--- src/tpcc_map.svh ---
/*
  constants of the pin configuration c block: register addresses, reset
  values, bit positions and pin indices.
  assumes it is included by its bare name, once or many times.
*/
`ifndef TPCC_MAP_SVH
`define TPCC_MAP_SVH

// ----------------------------------------------------------------------
// register addresses on the configuration port
// ----------------------------------------------------------------------
`define TPCC_ADDR_PIN_CONFIG_C 8'h0f
`define TPCC_ADDR_FUNC_SEL     8'h1c
`define TPCC_ADDR_MISC         8'h1d
`define TPCC_ADDR_PNP          8'h1e
`define TPCC_ADDR_PIN_DATA     8'h1f
`define TPCC_ADDR_IRQ_STATUS   8'h20
`define TPCC_ADDR_IRQ_ENABLE   8'h21
`define TPCC_ADDR_IRQ_CLEAR    8'h22
`define TPCC_ADDR_PIN_STATE    8'h23

// ----------------------------------------------------------------------
// reset values
// ----------------------------------------------------------------------
`define TPCC_RST_PIN_CONFIG_C  8'h03
`define TPCC_RST_FUNC_SEL      6'h00
`define TPCC_RST_MISC          3'h0
`define TPCC_RST_PNP           5'h00
`define TPCC_RST_PIN_DATA      6'h00
`define TPCC_RST_IRQ           2'h0
`define TPCC_READ_IDLE         8'h00

// ----------------------------------------------------------------------
// shared pin indices, interrupt bits, isa interrupt levels
// ----------------------------------------------------------------------
`define TPCC_NUM_PINS          6
`define TPCC_PIN_USER5         0
`define TPCC_PIN_USER6         1
`define TPCC_PIN_RXC           2
`define TPCC_PIN_TXCMD         3
`define TPCC_PIN_TXDATA        4
`define TPCC_PIN_ANTSEL        5
`define TPCC_IRQ_EXT           0
`define TPCC_IRQ_BUSY          1
`define TPCC_ISA_LEVEL_USER5   4'h4
`define TPCC_ISA_LEVEL_USER6   4'h5
`define TPCC_ISA_LEVEL_RXC     4'ha
`define TPCC_STRAP_SETTLE      2'h2

`endif

--- src/tpcc_pkg.sv ---
/*
  types of the pin configuration c block: register layouts as packed structs.
  assumes tpcc_map.svh for the numeric constants.
*/
package tpcc_pkg;

  // pin configuration c, bit 7 down to bit 0
  typedef struct packed {
    logic antenna_select_pin_enable;
    logic tx_data_pin_enable;
    logic tx_command_pin_enable;
    logic rx_clock_pin_enable;
    logic user_pin6_enable;
    logic user_pin5_enable;
    logic activity_led_enable;
    logic status_change_function;
  } tpcc_cfg_s;

  // alternate function selects of the shared pins
  typedef struct packed {
    logic rx_clock_function_bit;
    logic antenna_function_bit;
    logic tx_data_function_bit;
    logic tx_command_function_bit;
    logic user_pin6_function;
    logic user_pin5_function;
  } tpcc_sel_s;

  // loose control bits
  typedef struct packed {
    logic receive_clock_enable_bit;
    logic antenna_select_enable;
    logic status_change_data;
  } tpcc_misc_s;

  // plug and play interrupt level and type
  typedef struct packed {
    logic       irq_active_high;
    logic [3:0] irq_level;
  } tpcc_pnp_s;

  // processor interrupt layout: status, enable and clear share it
  typedef struct packed {
    logic channel_busy;
    logic external_signal;
  } tpcc_irq_s;

endpackage

--- src/tpcc_pin_func.sv ---
/*
  one shared pin: picks isa interrupt, alternate or software drive and
  registers the pin value and its output enable.
  assumes all inputs come from logic on mclk_i.
*/
`timescale 1ns/100ps
module tpcc_pin_func
  import tpcc_pkg::*;
(
  input  wire logic mclk_i,
  input  wire logic rst_n_i,
  input  wire logic ce_i,
  input  wire logic pin_en_i,
  input  wire logic pc_mode_i,
  input  wire logic pc_only_i,
  input  wire logic func_i,
  input  wire logic gate_i,
  input  wire logic alt_val_i,
  input  wire logic sw_val_i,
  input  wire logic isa_sel_i,
  input  wire logic isa_val_i,
  output logic      pin_out_o,
  output logic      pin_oe_o
);

  logic next_out;
  logic next_oe;

  // isa interrupt routing wins, then the enable bit decides on any drive
  always_comb
  begin
    next_out = sw_val_i;
    next_oe  = 1'b0;
    if (!pc_mode_i && isa_sel_i)
    begin
      next_out = isa_val_i;
      next_oe  = 1'b1;
    end
    else if (pin_en_i && (pc_mode_i || !pc_only_i)) // RQ13
    begin
      next_out = func_i ? alt_val_i : sw_val_i;
      next_oe  = func_i ? gate_i : 1'b1;
    end
  end

  // registered so the pad sees no decode glitches
  always_ff @(posedge mclk_i)
  begin
    if (!rst_n_i)
    begin
      pin_out_o <= 1'b0;
      pin_oe_o  <= 1'b0;
    end
    else if (ce_i)
    begin
      pin_out_o <= next_out;
      pin_oe_o  <= next_oe;
    end
  end

endmodule // tpcc_pin_func

--- src/tpcc_top.sv ---
/*
  pin configuration c register, companion control registers, shared pin
  function logic, status-change pin and processor interrupt from user pins.
  assumes a single-cycle configuration port on mclk_i, pin inputs and the
  bus-mode strap asynchronous, all other inputs synchronous to mclk_i.
*/
// Function
// [RQ1] status-change function 1: pin is nand of status data and wake bit.
// [RQ2] status-change function 0: pin is inverse of status data.
// [RQ3] status-change output only in pc card mode; isa leaves pin undriven.
// [RQ4] user pin 6 interrupts processor via enable and sticky status.
// [RQ5] user pin 5 interrupts processor via enable and sticky status.
// [RQ6] antenna pin from bit 7, function bit, select enable, strap.
// [RQ7] transmit data pin direction from bit 6, function bit, strap.
// [RQ8] transmit command pin from bit 5, function, receive clock enable, strap.
// [RQ9] receive clock pin from bit 4, function, pnp level and type, strap.
// [RQ10] user pin 6 from bit 3, function, pnp level and type, strap.
// [RQ11] user pin 5 from bit 2, function, pnp level and type, strap.
// [RQ12] bit 1 drives activity led; bits 1 and 0 reset to one.
// [RQ13] enable 1 drives pin both ways; enable 0 leaves pin high impedance; isa mode drives the pin the pnp level selects, even with enable 0.
// [RQ14] register at index 0fh reads back last written value.
`timescale 1ns/100ps
`include "tpcc_map.svh"
module tpcc_top
  import tpcc_pkg::*;
(
  input  wire logic        mclk_i,
  input  wire logic        rst_n_i,
  input  wire logic        ce_i,
  input  wire logic [7:0]  reg_addr_i,
  input  wire logic [7:0]  reg_wdata_i,
  input  wire logic        reg_wr_i,
  input  wire logic        reg_rd_i,
  output logic      [7:0]  reg_rdata_o,
  input  wire logic        bus_mode_strap_i,
  input  wire logic        card_wake_bit_i,
  input  wire logic        activity_i,
  input  wire logic [5:0]  alt_data_i,
  input  wire logic        host_irq_req_i,
  input  wire logic [5:0]  pin_in_i,
  output logic      [5:0]  pin_out_o,
  output logic      [5:0]  pin_oe_o,
  output logic             act_out_o,
  output logic             act_oe_o,
  output logic             stschg_out_o,
  output logic             stschg_oe_o,
  output logic             pc_mode_o,
  output logic             irq_o
);

  // ----------------------------------------------------------------------
  // registers and internal state
  // ----------------------------------------------------------------------
  tpcc_cfg_s   cfg;
  tpcc_sel_s   sel;
  tpcc_misc_s  misc;
  tpcc_pnp_s   pnp;
  tpcc_irq_s   irq_status;
  tpcc_irq_s   irq_enable;
  logic [5:0]  pin_data;
  logic [5:0]  pin_meta;
  logic [5:0]  pin_sync;
  logic [5:0]  pin_prev;
  logic        strap_meta;
  logic        strap_sync;
  logic [1:0]  strap_cnt;
  logic        strap_done;
  logic        pc_mode;
  logic        isa_irq_val;
  logic [5:0]  isa_sel;
  logic [5:0]  pin_func;
  logic [5:0]  pin_gate;
  logic [5:0]  pin_en;
  logic [5:0]  pc_only;
  tpcc_irq_s   irq_event;
  logic [7:0]  next_rdata;

  // write strobe decode, reused for every register
  function automatic logic wr_hit(input logic [7:0] addr);
    wr_hit = ce_i && reg_wr_i && (reg_addr_i == addr);
  endfunction

  // ----------------------------------------------------------------------
  // input synchronisers and strap capture
  // ----------------------------------------------------------------------
  // two flops for pins plus a delay flop; logic reads the second stage and the delayed third
  always_ff @(posedge mclk_i)
  begin
    if (!rst_n_i)
    begin
      pin_meta   <= 6'h00;
      pin_sync   <= 6'h00;
      pin_prev   <= 6'h00;
      strap_meta <= 1'b0;
      strap_sync <= 1'b0;
    end
    else if (ce_i)
    begin
      pin_meta   <= pin_in_i;
      pin_sync   <= pin_meta;
      pin_prev   <= pin_sync;
      strap_meta <= bus_mode_strap_i;
      strap_sync <= strap_meta;
    end
  end

  // strap taken once after release, when the synchroniser has filled
  always_ff @(posedge mclk_i)
  begin
    if (!rst_n_i)
    begin
      strap_cnt  <= 2'h0;
      strap_done <= 1'b0;
      pc_mode    <= 1'b0;
    end
    else if (ce_i && !strap_done)
    begin
      if (strap_cnt == `TPCC_STRAP_SETTLE)
      begin
        pc_mode    <= strap_sync;
        strap_done <= 1'b1;
      end
      else
      begin
        strap_cnt <= strap_cnt + 2'h1;
      end
    end
  end

  assign pc_mode_o = pc_mode;

  // ----------------------------------------------------------------------
  // configuration registers
  // ----------------------------------------------------------------------
  // pin configuration c; led and status-change function reset high
  always_ff @(posedge mclk_i)
  begin
    if (!rst_n_i)
      cfg <= tpcc_cfg_s'(`TPCC_RST_PIN_CONFIG_C); // RQ12
    else if (wr_hit(`TPCC_ADDR_PIN_CONFIG_C))
      cfg <= tpcc_cfg_s'(reg_wdata_i); // RQ14
  end

  // function selects, loose bits, pnp settings and software pin data
  always_ff @(posedge mclk_i)
  begin
    if (!rst_n_i)
    begin
      sel      <= tpcc_sel_s'(`TPCC_RST_FUNC_SEL);
      misc     <= tpcc_misc_s'(`TPCC_RST_MISC);
      pnp      <= tpcc_pnp_s'(`TPCC_RST_PNP);
      pin_data <= `TPCC_RST_PIN_DATA;
    end
    else
    begin
      if (wr_hit(`TPCC_ADDR_FUNC_SEL))
        sel <= tpcc_sel_s'(reg_wdata_i[5:0]);
      if (wr_hit(`TPCC_ADDR_MISC))
        misc <= tpcc_misc_s'(reg_wdata_i[2:0]);
      if (wr_hit(`TPCC_ADDR_PNP))
        pnp <= tpcc_pnp_s'(reg_wdata_i[4:0]);
      if (wr_hit(`TPCC_ADDR_PIN_DATA))
        pin_data <= reg_wdata_i[5:0];
    end
  end

  // ----------------------------------------------------------------------
  // processor interrupt from user pins 5 and 6
  // ----------------------------------------------------------------------
  // rising edges of the synchronised pins, independent of pin config
  assign irq_event.external_signal = pin_sync[`TPCC_PIN_USER6] &&
                                     !pin_prev[`TPCC_PIN_USER6];
  assign irq_event.channel_busy    = pin_sync[`TPCC_PIN_USER5] &&
                                     !pin_prev[`TPCC_PIN_USER5];

  // sticky status: an edge in the clear cycle survives the clear
  always_ff @(posedge mclk_i)
  begin
    if (!rst_n_i)
      irq_status <= tpcc_irq_s'(`TPCC_RST_IRQ);
    else if (ce_i)
    begin
      if (wr_hit(`TPCC_ADDR_IRQ_CLEAR))
        irq_status <= tpcc_irq_s'((irq_status & ~reg_wdata_i[1:0]) | irq_event);
      else
        irq_status <= irq_status | irq_event; // RQ4 RQ5
    end
  end

  always_ff @(posedge mclk_i)
  begin
    if (!rst_n_i)
      irq_enable <= tpcc_irq_s'(`TPCC_RST_IRQ);
    else if (wr_hit(`TPCC_ADDR_IRQ_ENABLE))
      irq_enable <= tpcc_irq_s'(reg_wdata_i[1:0]);
  end

  // level output while any enabled status bit stands
  assign irq_o = |(irq_status & irq_enable); // RQ4 RQ5

  // ----------------------------------------------------------------------
  // shared pin function selection
  // ----------------------------------------------------------------------
  // isa interrupt polarity from the pnp type bit
  assign isa_irq_val = pnp.irq_active_high ? host_irq_req_i : !host_irq_req_i;

  // per-pin enable, alternate select and gating
  always_comb
  begin
    isa_sel  = 6'h00;
    pin_en   = 6'h00;
    pin_func = 6'h00;
    pin_gate = 6'h3f;
    pc_only  = 6'h00;
    // user pins and receive clock double as isa interrupt lines
    isa_sel[`TPCC_PIN_USER5]  = (pnp.irq_level == `TPCC_ISA_LEVEL_USER5); // RQ11
    isa_sel[`TPCC_PIN_USER6]  = (pnp.irq_level == `TPCC_ISA_LEVEL_USER6); // RQ10
    isa_sel[`TPCC_PIN_RXC]    = (pnp.irq_level == `TPCC_ISA_LEVEL_RXC); // RQ9
    pin_en[`TPCC_PIN_USER5]   = cfg.user_pin5_enable; // RQ11
    pin_en[`TPCC_PIN_USER6]   = cfg.user_pin6_enable; // RQ10
    pin_en[`TPCC_PIN_RXC]     = cfg.rx_clock_pin_enable; // RQ9
    pin_en[`TPCC_PIN_TXCMD]   = cfg.tx_command_pin_enable; // RQ8
    pin_en[`TPCC_PIN_TXDATA]  = cfg.tx_data_pin_enable; // RQ7
    pin_en[`TPCC_PIN_ANTSEL]  = cfg.antenna_select_pin_enable; // RQ6
    pin_func[`TPCC_PIN_USER5] = sel.user_pin5_function;
    pin_func[`TPCC_PIN_USER6] = sel.user_pin6_function;
    pin_func[`TPCC_PIN_RXC]   = sel.rx_clock_function_bit;
    pin_func[`TPCC_PIN_TXCMD] = sel.tx_command_function_bit;
    pin_func[`TPCC_PIN_TXDATA] = sel.tx_data_function_bit;
    pin_func[`TPCC_PIN_ANTSEL] = sel.antenna_function_bit;
    // alternate command and antenna drive need their own enables
    pin_gate[`TPCC_PIN_TXCMD]  = misc.receive_clock_enable_bit; // RQ8
    pin_gate[`TPCC_PIN_ANTSEL] = misc.antenna_select_enable; // RQ6
    // these pins are isa address lines, so never driven in isa mode
    pc_only[`TPCC_PIN_TXCMD]  = 1'b1;
    pc_only[`TPCC_PIN_TXDATA] = 1'b1; // RQ7
    pc_only[`TPCC_PIN_ANTSEL] = 1'b1;
  end

  // one registered pin driver per shared pin
  for (genvar gi = 0; gi < `TPCC_NUM_PINS; gi++)
  begin : g_pin
    tpcc_pin_func u_pin (
      .mclk_i    (mclk_i),
      .rst_n_i   (rst_n_i),
      .ce_i      (ce_i),
      .pin_en_i  (pin_en[gi]),
      .pc_mode_i (pc_mode),
      .pc_only_i (pc_only[gi]),
      .func_i    (pin_func[gi]),
      .gate_i    (pin_gate[gi]),
      .alt_val_i (alt_data_i[gi]),
      .sw_val_i  (pin_data[gi]),
      .isa_sel_i (isa_sel[gi]),
      .isa_val_i (isa_irq_val),
      .pin_out_o (pin_out_o[gi]),
      .pin_oe_o  (pin_oe_o[gi])
    );
  end

  // ----------------------------------------------------------------------
  // activity led and status-change pins
  // ----------------------------------------------------------------------
  // led is active low; status-change pin is the bale input in isa mode
  always_ff @(posedge mclk_i)
  begin
    if (!rst_n_i)
    begin
      act_out_o    <= 1'b1;
      act_oe_o     <= 1'b0;
      stschg_out_o <= 1'b1;
      stschg_oe_o  <= 1'b0;
    end
    else if (ce_i)
    begin
      act_out_o   <= !activity_i;
      act_oe_o    <= cfg.activity_led_enable; // RQ12
      stschg_oe_o <= pc_mode; // RQ3
      if (cfg.status_change_function)
        stschg_out_o <= !(misc.status_change_data && card_wake_bit_i); // RQ1
      else
        stschg_out_o <= !misc.status_change_data; // RQ2
    end
  end

  // ----------------------------------------------------------------------
  // read port: data stands only in the cycle after the strobe
  // ----------------------------------------------------------------------
  always_comb
  begin
    next_rdata = `TPCC_READ_IDLE;
    case (reg_addr_i)
      `TPCC_ADDR_PIN_CONFIG_C: next_rdata = cfg; // RQ14
      `TPCC_ADDR_FUNC_SEL:     next_rdata = {2'h0, sel};
      `TPCC_ADDR_MISC:         next_rdata = {5'h00, misc};
      `TPCC_ADDR_PNP:          next_rdata = {3'h0, pnp};
      `TPCC_ADDR_PIN_DATA:     next_rdata = {2'h0, pin_data};
      `TPCC_ADDR_IRQ_STATUS:   next_rdata = {6'h00, irq_status};
      `TPCC_ADDR_IRQ_ENABLE:   next_rdata = {6'h00, irq_enable};
      `TPCC_ADDR_PIN_STATE:    next_rdata = {1'b0, pc_mode, pin_sync};
      default:                 next_rdata = `TPCC_READ_IDLE;
    endcase
  end

  always_ff @(posedge mclk_i)
  begin
    if (!rst_n_i)
      reg_rdata_o <= `TPCC_READ_IDLE;
    else if (ce_i)
      reg_rdata_o <= reg_rd_i ? next_rdata : `TPCC_READ_IDLE;
  end
endmodule // tpcc_top

--- config.mk ---
export PLATFORM = sky130hd
export DESIGN_NAME = tpcc_top
export DESIGN_NICKNAME = d
export VERILOG_FILES = /design/src/tpcc_pkg.sv /design/src/tpcc_pin_func.sv /design/src/tpcc_top.sv
export VERILOG_INCLUDE_DIRS = /design/src
export SDC_FILE = /design/constraint.sdc
export NUM_CORES = 1
export LEC_CHECK = 0
export BUFFER_PORTS_ARGS = -buffer_cell sky130_fd_sc_hd__buf_2
export CORE_UTILIZATION = 56
export DETAILED_ROUTE_END_ITERATION = 10
export MAX_ROUTING_LAYER = met4
export PLACE_DENSITY = 0.78
export SLEW_MARGIN = 20
export SYNTH_ARGS = -nofsm -noshare
export SYNTH_HDL_FRONTEND = slang
export SYNTH_SLANG_ARGS = --single-unit
--- constraint.sdc ---
create_clock -name mclk_i -period 1.77 [get_ports mclk_i]
set_clock_uncertainty 0.05 [all_clocks]
set_input_delay 0.0885 -clock mclk_i [delete_from_list [all_inputs] [get_ports mclk_i]]
set_output_delay 0.0885 -clock mclk_i [all_outputs]
set_load 0.01 [all_outputs]
==> results of run 1 <==
-- worst max path at each step --
stage | depth (start not counted) | start | slack [ns] | endpoint
after global routing | 6 | reg_addr_i[3] | 0.21 | reg_rdata_o[2]
after global placement | 6 | reg_addr_i[3] | 0.04 | reg_rdata_o[5]
after floorplan | 7 | reg_addr_i[6] | 0.15 | pin_data[4]
after CTS | 4 | pin_func[3] | 0.32 | reg_rdata_o[2]
after detailed placement | 6 | reg_addr_i[3] | 0.002 | reg_rdata_o[5]
final | 6 | pnp[2] | 0.32 | g_pin[1].u_pin.pin_out_o
-- worst register-to-register path, cell delays in order, from the launching register on --
cell and delay (ns):
dfxtp_1 0.38, nor3b_1 0.20, buf_4 0.16, nand3_1 0.12, mux2i_1 0.14, mux2i_1 0.21
nor2b_1 0.08
-- timing repair --
action | 4_1_cts | 5_1_grt
hold buffers | 14 | 0
resized for setup | 0 | 0
endpoints found under the hold margin | 16 | 0
-- metrics by stage --
stage	instance area (sq um)	cells	util, %
floorplan	3610	393	-
global placement	3940	511	65.0
detailed placement	3940	511	65.0
CTS	4280	541	70.6
global route	4280	541	70.6
finish	4280	541	70.6
-- layout make-up --
cell class,count,area share (%)
multi-input cells,273,43.4
clock inverters,6,1.49
inverters,9,0.789
flip-flops and latches,76,35.6
well taps,75,2.19
repair buffers,92,13.3
clock buffers,10,3.22
-- metal layers --
layer	global-route usage, %	part of all wire [%]
met5	-	0
met4	11.9	1.2
met3	8.02	7.5
met2	45.7	47
met1	38.6	45
-- cell families after synthesis --
kind of cell / share of synthesized area [%]
and+or+nand+nor: 21.1
AOI/OAI and AO/OA: 15.1
DFF: 42.1
muxes: 14.4
buffers and inverters: 6.44
xor gates and xnor gates: 0.485
adders and majority gates: 0.346
-- state kept, by name, summed over array words and instances, names as in the netlist, 3 cells and up --
name and count:
g_pin.u_pin.pin_oe_o 6, reg_rdata_o 8, pin_data 6, pin_meta 6
g_pin.u_pin.pin_out_o 6, cfg 8, pin_sync 6, misc 3
pin_func 6, pnp 5
-- cells in the mapped netlist (2+ instances only) --
library cell,count
nand4_1,3
nor2_1,6
mux4_2,2
buf_4,12
nand2_1,53
dfxtp_1,76
a22o_1,2
nor3b_1,5
buf_6,2
mux2i_1,43
o2111ai_1,2
o21a_1,2
o211ai_1,2
nor2b_1,38
a21oi_1,13
a31oi_1,3
mux2_2,4
o21ai_0,18
inv_1,8
o211a_1,4
buf_2,6
a21boi_0,22
and2_1,2
a221oi_1,3
nand3_1,16
clkbuf_1,14
and3_1,4
or2_2,2
nor3_1,4
-- power by group through the flow --
stage | Combinational (W) | Sequential, W | Clock (W)
finish | 0.000323 | 0.00177 | 0.00135
detailed placement | 0.000292 | 0.00181 | 0
floorplan | 0.000187 | 0.00180 | 0
CTS | 0.000317 | 0.00177 | 0.00135
global placement | 0.000280 | 0.00180 | 0
global route | 0.000355 | 0.00177 | 0.00143
==> flow_summary_export.csv, run 1 <==
group,metric,value,unit
outcome,status,"complete, no violations",
route,ant_nets,0,
sta,slew_headroom,46.2,%
power_and_ir_drop,swShare,24.8,%
yosys,synthDistinctLibCells,51,
sta,final.period_utilization,81.8,%
sta,rsz0062_at_grt,"false",
clocking,postCtsSetupBuffers,0,
power_and_ir_drop,power_switching,0.000854,W
route,wl,9.23,mm
finish,antennaDiodeCount,0,
clocking,cts_tree,"done",
power_and_ir_drop,power,0.00344,W
global_route,grt_pass1_vias,2939,
sta,setup_violations,0,
sta,tightest_slew,0.807,ns
sta,worst_slack,0.323,ns
power_and_ir_drop,clockPowerShare,39.2,%
clocking,clkLatencyLatePin,0.35,ns
flow_run,max-cap-violations,0,
sta,slew_viol_final,0,
sta,hold_viol_final,0,
global_route,grt.total_usage,30.3,%
hold_path,holdCritStartpoint,"pin_in_i[3]",
global_route,grt_max_degree,52,
sta,hold_ws,0.0161,ns
route,dr.pass1.iters,6,
finish,nNetsFinal,499,
setup_path,worstPathRequired,1.96,ns
setup_path,critPathLaunchType,"flop",
setup_path,cp.arrival,1.63,ns
yosys,synth_edf_count,0,
setup_path,reg2reg_to,"g_pin[1].u_pin.pin_out_o",
floorplanning,coreArea,6060,sq um
clocking,cts_buffers,9,
placed_design,post-place-ws,0.00235,ns
setup_path,ff2ff_setup_slack,0.32,ns
floorplanning,die_h,82.3,microns
power_and_ir_drop,power_density,804,nW/um^2
power_and_ir_drop,combPwrFrac,9.4,%
setup_path,crit_family,"simple AND/OR/NAND/NOR gates",
floorplanning,die_area,6780,sq um
placed_design,port_buffers,62,
sta,setup-tns-final,0,ns
clocking,htreeDepth,3,
route,wire_per_inst,17.1,microns
finish,nFillCells,500,
hold_path,holdPathStages,3,
power_and_ir_drop,leakage,1.86,nW
power_and_ir_drop,p_int,0.00258,W
yosys,synth_flop_cell,"dfxtp_1",
setup_path,critPathCaptureType,"flop",
sta,fmax,691,MHz
placed_design,gp_congestion,0.931,
finish,ff_latch_area,1520,sq um
global_route,overflow,0,
setup_path,slowest_delay,0.38,ns
setup_path,r2r-start,"pnp[2]",
clocking,clock_tree.root_cell,"clkbuf_8",
floorplanning,row_count,28,
yosys,synthArstFlopShare,0,%
floorplanning,start_util,59.6,%
route,dr_total_vias,3118,
finish,final_common_cell,"dfxtp_1",
finish,multi_input_area,1860,sq um
power_and_ir_drop,ir_drop,0.472,mV
setup_path,path_cells,"nor3b_1 -> buf_4 -> nand3_1 -> mux2i_1 -> mux2i_1 -> nor2b_1",
global_route,antenna_found_initial,0,
hold_path,holdPathEnd,"pin_meta[3]",
placed_design,dp_hpwl,6.46,mm
finish,drive_gt1_share,23.2,%
setup_path,cp_num_buf_inv,1,
route,via_per_inst,5.76,
route,drc,0,
setup_path,crit_type,"reg -> reg",
yosys,synth_cells,393,
clocking,cts.sinks,76,
yosys,synth-seq-cells,76,
clocking,cts_buffer_depth,2,
finish,area_growth_syn_to_layout,18.5,%
yosys,yosys.area.top_type_share,42.1,%
power_and_ir_drop,p_seq_share,51.4,%
setup_path,reg2reg_depth,6,
yosys,syn_nets,431,
floorplanning,fp.dieW,82.3,microns
clocking,clk_pin_slew,0.08,ns
yosys,synth_area,3610,sq um
hold_path,hold_path_class,"in -> reg",
setup_path,worstPathMaxFanout,4,
yosys,avgSynthCellArea,9.19,sq um
finish,mostFrequentLayoutCells,"76 x dfxtp_1, 62 x buf_2, 53 x nand2_1",
setup_path,cpMostUsedCell,"mux2i_1",
yosys,yosys_warnings,0,
yosys,yosysTopAreaCell,"dfxtp_1",
sta,layout_min_cycle_time,1.45,ns
yosys,synthTopCellsByArea,"dfxtp_1 42%, mux2i_1 12%, nor2b_1 6.6%, nand2_1 5.5%, a21boi_0 4.6%",
floorplanning,ios,63,
route,drt_iter0_drc,263,
yosys,synth-seq-area-share,42.1,%
setup_path,slowest_stage,"dfxtp_1",
global_route,grt_pass1_wl,14.4,mm
(Power assumes the default switching activity.)
==> inputs of run 2 (changes only) <==
- ABC_AREA: default -> 1
- CORE_UTILIZATION: 56 -> 50
- PLACE_DENSITY: 0.78 -> 0.73
- clock period: 1.77 -> 1.3 ns (I/O delays scaled with it)
==> run 2 against run 1 <==
- wire length fell by 0.68%
- fmax increased by 18%
- synthesized cell count increased by 24%
- combinational power is 41% higher
- critical endpoint is now strap_cnt[0]
- largest cell class unchanged
- largest power group unchanged
==> flow_summary_export.csv, run 2 <==
group,metric,value,unit
setup_path,reg2reg_to,"strap_cnt[0]",
setup_path,reg2reg_depth,6,
sta,tightest_slew,0.378,ns
yosys,synthTopCellsByArea,"dfxtp_1 43%, nand2_1 8.8%, o21ai_0 8.5%, a21oi_1 7.8%, nand3_1 6.1%",
yosys,synth_area,3550,sq um
global_route,use_met1,33.7,%
route,wl,9.17,mm
global_route,antenna_found_initial,0,
sta,hold_ws,0.0233,ns
finish,drive_gt1_share,25.4,%
hold_path,holdPathStages,3,
route,dr.pass1.iters,5,
clocking,htreeDepth,3,
global_route,grt.total_usage,27.2,%
finish,finalInstanceArea,4370,sq um
route,drc,0,
yosys,yosys.area.top_type_share,42.8,%
finish,final_common_cell,"nand2_1",
placed_design,dp_hpwl,6.59,mm
hold_path,holdCritStartpoint,"reg_wdata_i[2]",
clocking,cts_buffers,9,
sta,slew_headroom,74.7,%
sta,rsz0062_at_grt,"true",
route,via_per_inst,5.20,
sta,fmax,818,MHz
finish,nNetsFinal,607,
yosys,synthArstFlopShare,0,%
placed_design,port_buffers,62,
clocking,clkLatencyLatePin,0.36,ns
hold_path,hold_path_class,"in -> reg",
outcome,status,"complete, no violations",
sta,final.period_utilization,94.0,%
yosys,avgSynthCellArea,7.28,sq um
global_route,overflow,0,
floorplanning,die_area,7440,sq um
finish,reg_top3,"cfg (8), reg_rdata_o (8)",
global_route,grt-busiest-layer,"met2",
route,wire_per_inst,13.7,microns
clocking,cts_buffer_depth,2,
route,dr_total_vias,3481,
sta,layout_min_cycle_time,1.22,ns
yosys,synth_most_common_cell,"nand2_1",
power_and_ir_drop,leakage,1.90,nW
clocking,cts.sinks,76,
setup_path,worstPathRequired,1.50,ns
floorplanning,die_h,86.3,microns
global_route,met2_usage,44.9,%
clocking,cts_tree,"done",
setup_path,critPathLaunchType,"flop",
floorplanning,ios,63,
floorplanning,fp.dieW,86.3,microns
global_route,grt_pass1_vias,3327,
setup_path,cp.arrival,1.42,ns
power_and_ir_drop,ir_drop,0.806,mV
global_route,grt_max_degree,39,
yosys,synth_edf_count,0,
flow_run,max-cap-violations,0,
route,drt_iter0_drc,241,
route,ant_nets,0,
yosys,synth_commonest_cells,"83 x nand2_1, 76 x dfxtp_1, 60 x o21ai_0, 55 x a21oi_1, 46 x inv_1",
floorplanning,start_util,52.0,%
placed_design,dpl_cell_area,4000,sq um
yosys,synth_flop_cell,"dfxtp_1",
yosys,yosysTopAreaCell,"dfxtp_1",
clocking,clk_pin_slew,0.08,ns
yosys,yosys_warnings,0,
floorplanning,row_count,30,
floorplanning,coreArea,6830,sq um
global_route,met3_usage,4.48,%
finish,antennaDiodeCount,0,
setup_path,critPathCaptureType,"flop",
yosys,synth-seq-cells,76,
finish,area_growth_syn_to_layout,23.0,%
setup_path,crit_type,"reg -> reg",
sta,setup_violations,0,
sta,slew_viol_final,0,
yosys,synthDistinctLibCells,32,
power_and_ir_drop,power_density,1030,nW/um^2
yosys,synth_cells,488,
sta,hold_viol_final,0,
hold_path,holdPathEnd,"pin_data[2]",
setup_path,ff2ff_setup_slack,0.08,ns
global_route,grt_pass1_wl,15.3,mm
finish,final_util,63.9,%
yosys,syn_nets,526,
yosys,synth-seq-area-share,42.8,%
finish,mostFrequentLayoutCells,"83 x nand2_1, 73 x dfxtp_1, 62 x buf_2",
finish,nFillCells,630,
setup_path,r2r-start,"strap_cnt[0]",
placed_design,gp_congestion,0.896,
setup_path,worstPathMaxFanout,3,
clocking,clock_tree.root_cell,"clkbuf_8",
==> run 2: changes by cell type after synthesis, moves of 5 or more <==
cell and delta:
a21boi_0 -22, a21oi_1 +42, inv_1 +38, mux2i_1 -43, nand2_1 +30, nand2_2 +7, nand3_1 +27, nor2_1 +38
nor2_4 +6, nor2b_1 -38, nor3b_1 -5, o21ai_0 +42
==> run 2: cell type report <==
type                       count  area, sq um  share of cell area, %
multi-input combinational    328         1660                   38.1
sequential                    76         1530                   34.9
timing repair buffer         103          691                   15.8
inverter                      51          191                   4.38
clock buffer                  10          138                   3.15
tap                           96          120                   2.75
clock inverter                 6         38.8                  0.888
==> run 2: where the power goes <==
group	internal, W	leakage, nW	switching, W
registers	0.00239	0.619	0.0000314
logic	0.000194	1.19	0.000263
clock network	0.000741	0.0885	0.000896
==> run 2: timing repair <==
item,4_1_cts,5_1_grt
endpoints found under the hold margin,17,0
setup endpoints to repair,1,8
pin swaps,0,2
setup buffers,1,2
hold buffers,14,0
gates resized for setup,0,16
==> run 2: worst max-delay path by stage <==
stage	to	slack [ns]	startpoint
2_1_floorplan	strap_cnt[1]	0.09	strap_cnt[0]
3_3_place_gp	cfg[2]	0.02	reg_addr_i[2]
3_5_place_dp	reg_rdata_o[6]	-0.02	reg_addr_i[5]
4_1_cts	g_pin[0].u_pin.pin_out_o	0.0005	pc_mode_o
5_1_grt	g_pin[1].u_pin.pin_out_o	-0.06	pnp[2]
6_report	strap_cnt[0]	0.08	strap_cnt[0]
==> run 2: routing by layer <==
metal / part of all wire [%] / vias to the layer above
met3: 5.2 / 13
met5: 0 / -
met2: 48 / 127
met1: 45 / 1587
met4: 1.7 / 0
li1: - / 1754
==> run 2: cell families after synthesis <==
group | synth area share, %
DFF | 42.8
adders and majority gates | 0.352
buffers and inverters | 11.1
xor gates and xnor gates | 0.247
AOI/OAI and AO/OA | 19.7
and+or+nand+nor | 25.7
==> run 2: critical path: stages (launching register included) <==
cell,delay [ns]
dfxtp_2,0.32
inv_1,0.06
ha_1,0.21
nand3b_1,0.18
buf_4,0.16
o21ai_2,0.10
a21oi_1,0.05
==> run 2: stage by stage <==
step,setup TNS [ns],std cells,setup WS (ns),power (W)
final,0,670,0.0778,0.00451
after detailed placement,-0.0621,637,-0.0238,0.00288
after CTS,0,668,0.000507,0.00452
after global placement,0,637,0.0206,0.00286
after floorplan,0,488,0.0909,0.00271
after global routing,-0.0872,670,-0.0596,0.00471
==> inputs of run 3 (changes only) <==
- ABC_AREA: 1 -> default
==> run 3 against run 2 <==
- the run now ends with negative setup slack left
- flip-flop and latch count stayed put
- cell count is 10% lower
- power is 12% higher
- fmax is 11% lower
- critical path type unchanged
- clock power is 32% higher
- utilization is 5.9 points higher
- register-to-register slack worse by 0.15 ns
- count of clock-buffer cells in the layout is 1 higher
- sequential share of layout area is 3.0 points lower
- non-clock buffer count is 31 higher
==> flow_summary_export.csv, run 3 (synthesized netlist as in run 1, its figures left out) <==
group,metric,value,unit
outcome,status,"finished with violations",
outcome,violations,"negative setup slack",
placed_design,post-place-ws,-0.351,ns
power_and_ir_drop,power,0.00506,W
floorplanning,ios,63,
setup_path,cp_num_buf_inv,0,
global_route,overflow,0,
power_and_ir_drop,power_density,1060,nW/um^2
finish,antennaDiodeCount,0,
hold_path,hold_path_class,"in -> reg",
finish,reg_top3,"cfg (8), reg_rdata_o (8)",
sta,tightest_slew,0.542,ns
clocking,cts_tree,"done",
placed_design,dp_hpwl,6.79,mm
sta,worst_slack,-0.0734,ns
power_and_ir_drop,leakage,2.12,nW
setup_path,ff2ff_setup_slack,-0.07,ns
route,drt_iter0_drc,206,
route,dr_total_vias,3315,
global_route,grt_pass1_wl,15.5,mm
route,dr.pass1.iters,5,
finish,stdcell_count,603,
floorplanning,start_util,52.6,%
setup_path,reg2reg_depth,4,
sta,setup_violations,3,
power_and_ir_drop,ir_drop,0.604,mV
route,ant_nets,0,
route,via_per_inst,5.50,
sta,final.period_utilization,106,%
sta,layout_min_cycle_time,1.37,ns
finish,drive_gt1_share,33.7,%
setup_path,r2r-start,"pnp[2]",
clocking,cts_buffer_depth,2,
flow_run,max-cap-violations,0,
finish,nNetsFinal,541,
hold_path,holdCritStartpoint,"alt_data_i[4]",
route,wire_per_inst,16.0,microns
finish,final_util,69.8,%
floorplanning,die_area,7570,sq um
clocking,clk_pin_slew,0.08,ns
setup_path,slowest_stage,"mux4_2",
finish,finalInstanceArea,4800,sq um
floorplanning,row_count,30,
sta,slew_viol_final,0,
finish,area_growth_syn_to_layout,32.8,%
clocking,clkLatencyLatePin,0.35,ns
route,wl,9.63,mm
setup_path,path_cells,"mux4_2 -> a32o_2 -> a21oi_2 -> o21ai_1",
sta,rsz0062_at_grt,"true",
setup_path,worstPathRequired,1.49,ns
global_route,antenna_found_initial,0,
finish,nFillCells,568,
clocking,cts_buffers,9,
finish,final_common_cell,"dfxtp_1",
setup_path,reg2reg_to,"reg_rdata_o[2]",
sta,hold_viol_final,0,
sta,fmax,728,MHz
route,drc,0,
placed_design,gp_congestion,0.904,
floorplanning,die_h,87.0,microns
floorplanning,fp.dieW,87.0,microns
setup_path,critPathCaptureType,"flop",
finish,ff_latch_area,1530,sq um
hold_path,holdPathEnd,"g_pin[4].u_pin.pin_out_o",
sta,slew_headroom,63.9,%
clocking,cts.sinks,76,
placed_design,place_inst,567,
finish,multi_input_area,1970,sq um
hold_path,holdPathStages,4,
placed_design,dpl_cell_area,4250,sq um
setup_path,cp.arrival,1.57,ns
setup_path,crit_family,"multiplexers",
clocking,clock_tree.root_cell,"clkbuf_8",
global_route,grt_max_degree,45,
setup_path,worstPathMaxFanout,3,
floorplanning,coreArea,6870,sq um
placed_design,port_buffers,62,
global_route,grt.total_usage,28.0,%
finish,mostFrequentLayoutCells,"68 x dfxtp_1, 63 x buf_2, 53 x buf_4",
setup_path,slowest_delay,0.45,ns
clocking,htreeDepth,3,
global_route,grt_pass1_vias,3209,
setup_path,critPathLaunchType,"flop",
setup_path,crit_type,"reg -> reg",
run 3: metrics by stage:
step	hold WS (ns)	TNS [ns]
after floorplan	0.139	-3.77
after global placement	0.273	-6.28
after detailed placement	0.281	-7.33
after CTS	0.00377	-0.165
after global routing	0.0216	-0.492
final	0.00619	-0.137
run 3: worst max-delay path by stage:
stage                  start  depth (start not counted)             end  slack (ns)
6_report              pnp[2]                          4  reg_rdata_o[2]       -0.07
5_1_grt          pin_func[3]                          4  reg_rdata_o[2]       -0.12
4_1_cts          pin_func[3]                          4  reg_rdata_o[2]       -0.08
3_5_place_dp   reg_addr_i[6]                          6     pin_data[0]       -0.35
3_3_place_gp   reg_addr_i[3]                          6  reg_rdata_o[5]       -0.31
2_1_floorplan  reg_addr_i[6]                          7     pin_data[4]       -0.30
run 3: what timing repair did:
| item | CTS | global route |
|---|---|---|
| resized for setup | 14 | 16 |
| endpoints found under the hold margin | 21 | 0 |
| pin swaps | 2 | 7 |
| hold buffers | 17 | 0 |
| setup endpoints to repair | 10 | 15 |
| setup buffers | 0 | 4 |
run 3: layout make-up:
type / instances / share of cell area (%)
Timing Repair Buffer: 134 / 18.8
Inverter: 9 / 0.704
Multi-Input combinational cell: 273 / 41.0
Sequential cell: 76 / 32.0
Tap cell: 96 / 2.50
Clock inverter: 4 / 2.03
Clock buffer: 11 / 2.95
run 3: metal layers:
metal	routed length (microns)	track usage, %
met4	273	13.2
met5	0	-
met3	614	4.64
met2	4540	44.4
met1	4210	34.9
run 3: where the power goes:
part / internal (W) / switching, W / total [W]
Sequential: 0.00238 / 0.0000314 / 0.00241
Clock: 0.00132 / 0.000843 / 0.00216
Combinational: 0.000255 / 0.000241 / 0.000496
Total: 0.00395 / 0.00112 / 0.00506
run 3: tightest hold or removal path, delay by kind of cell:
family	cells	cell delay (ns)
mux	1	0.05
buf+inv	1	0.08
compound gates	1	0.12
simple gates	1	0.06
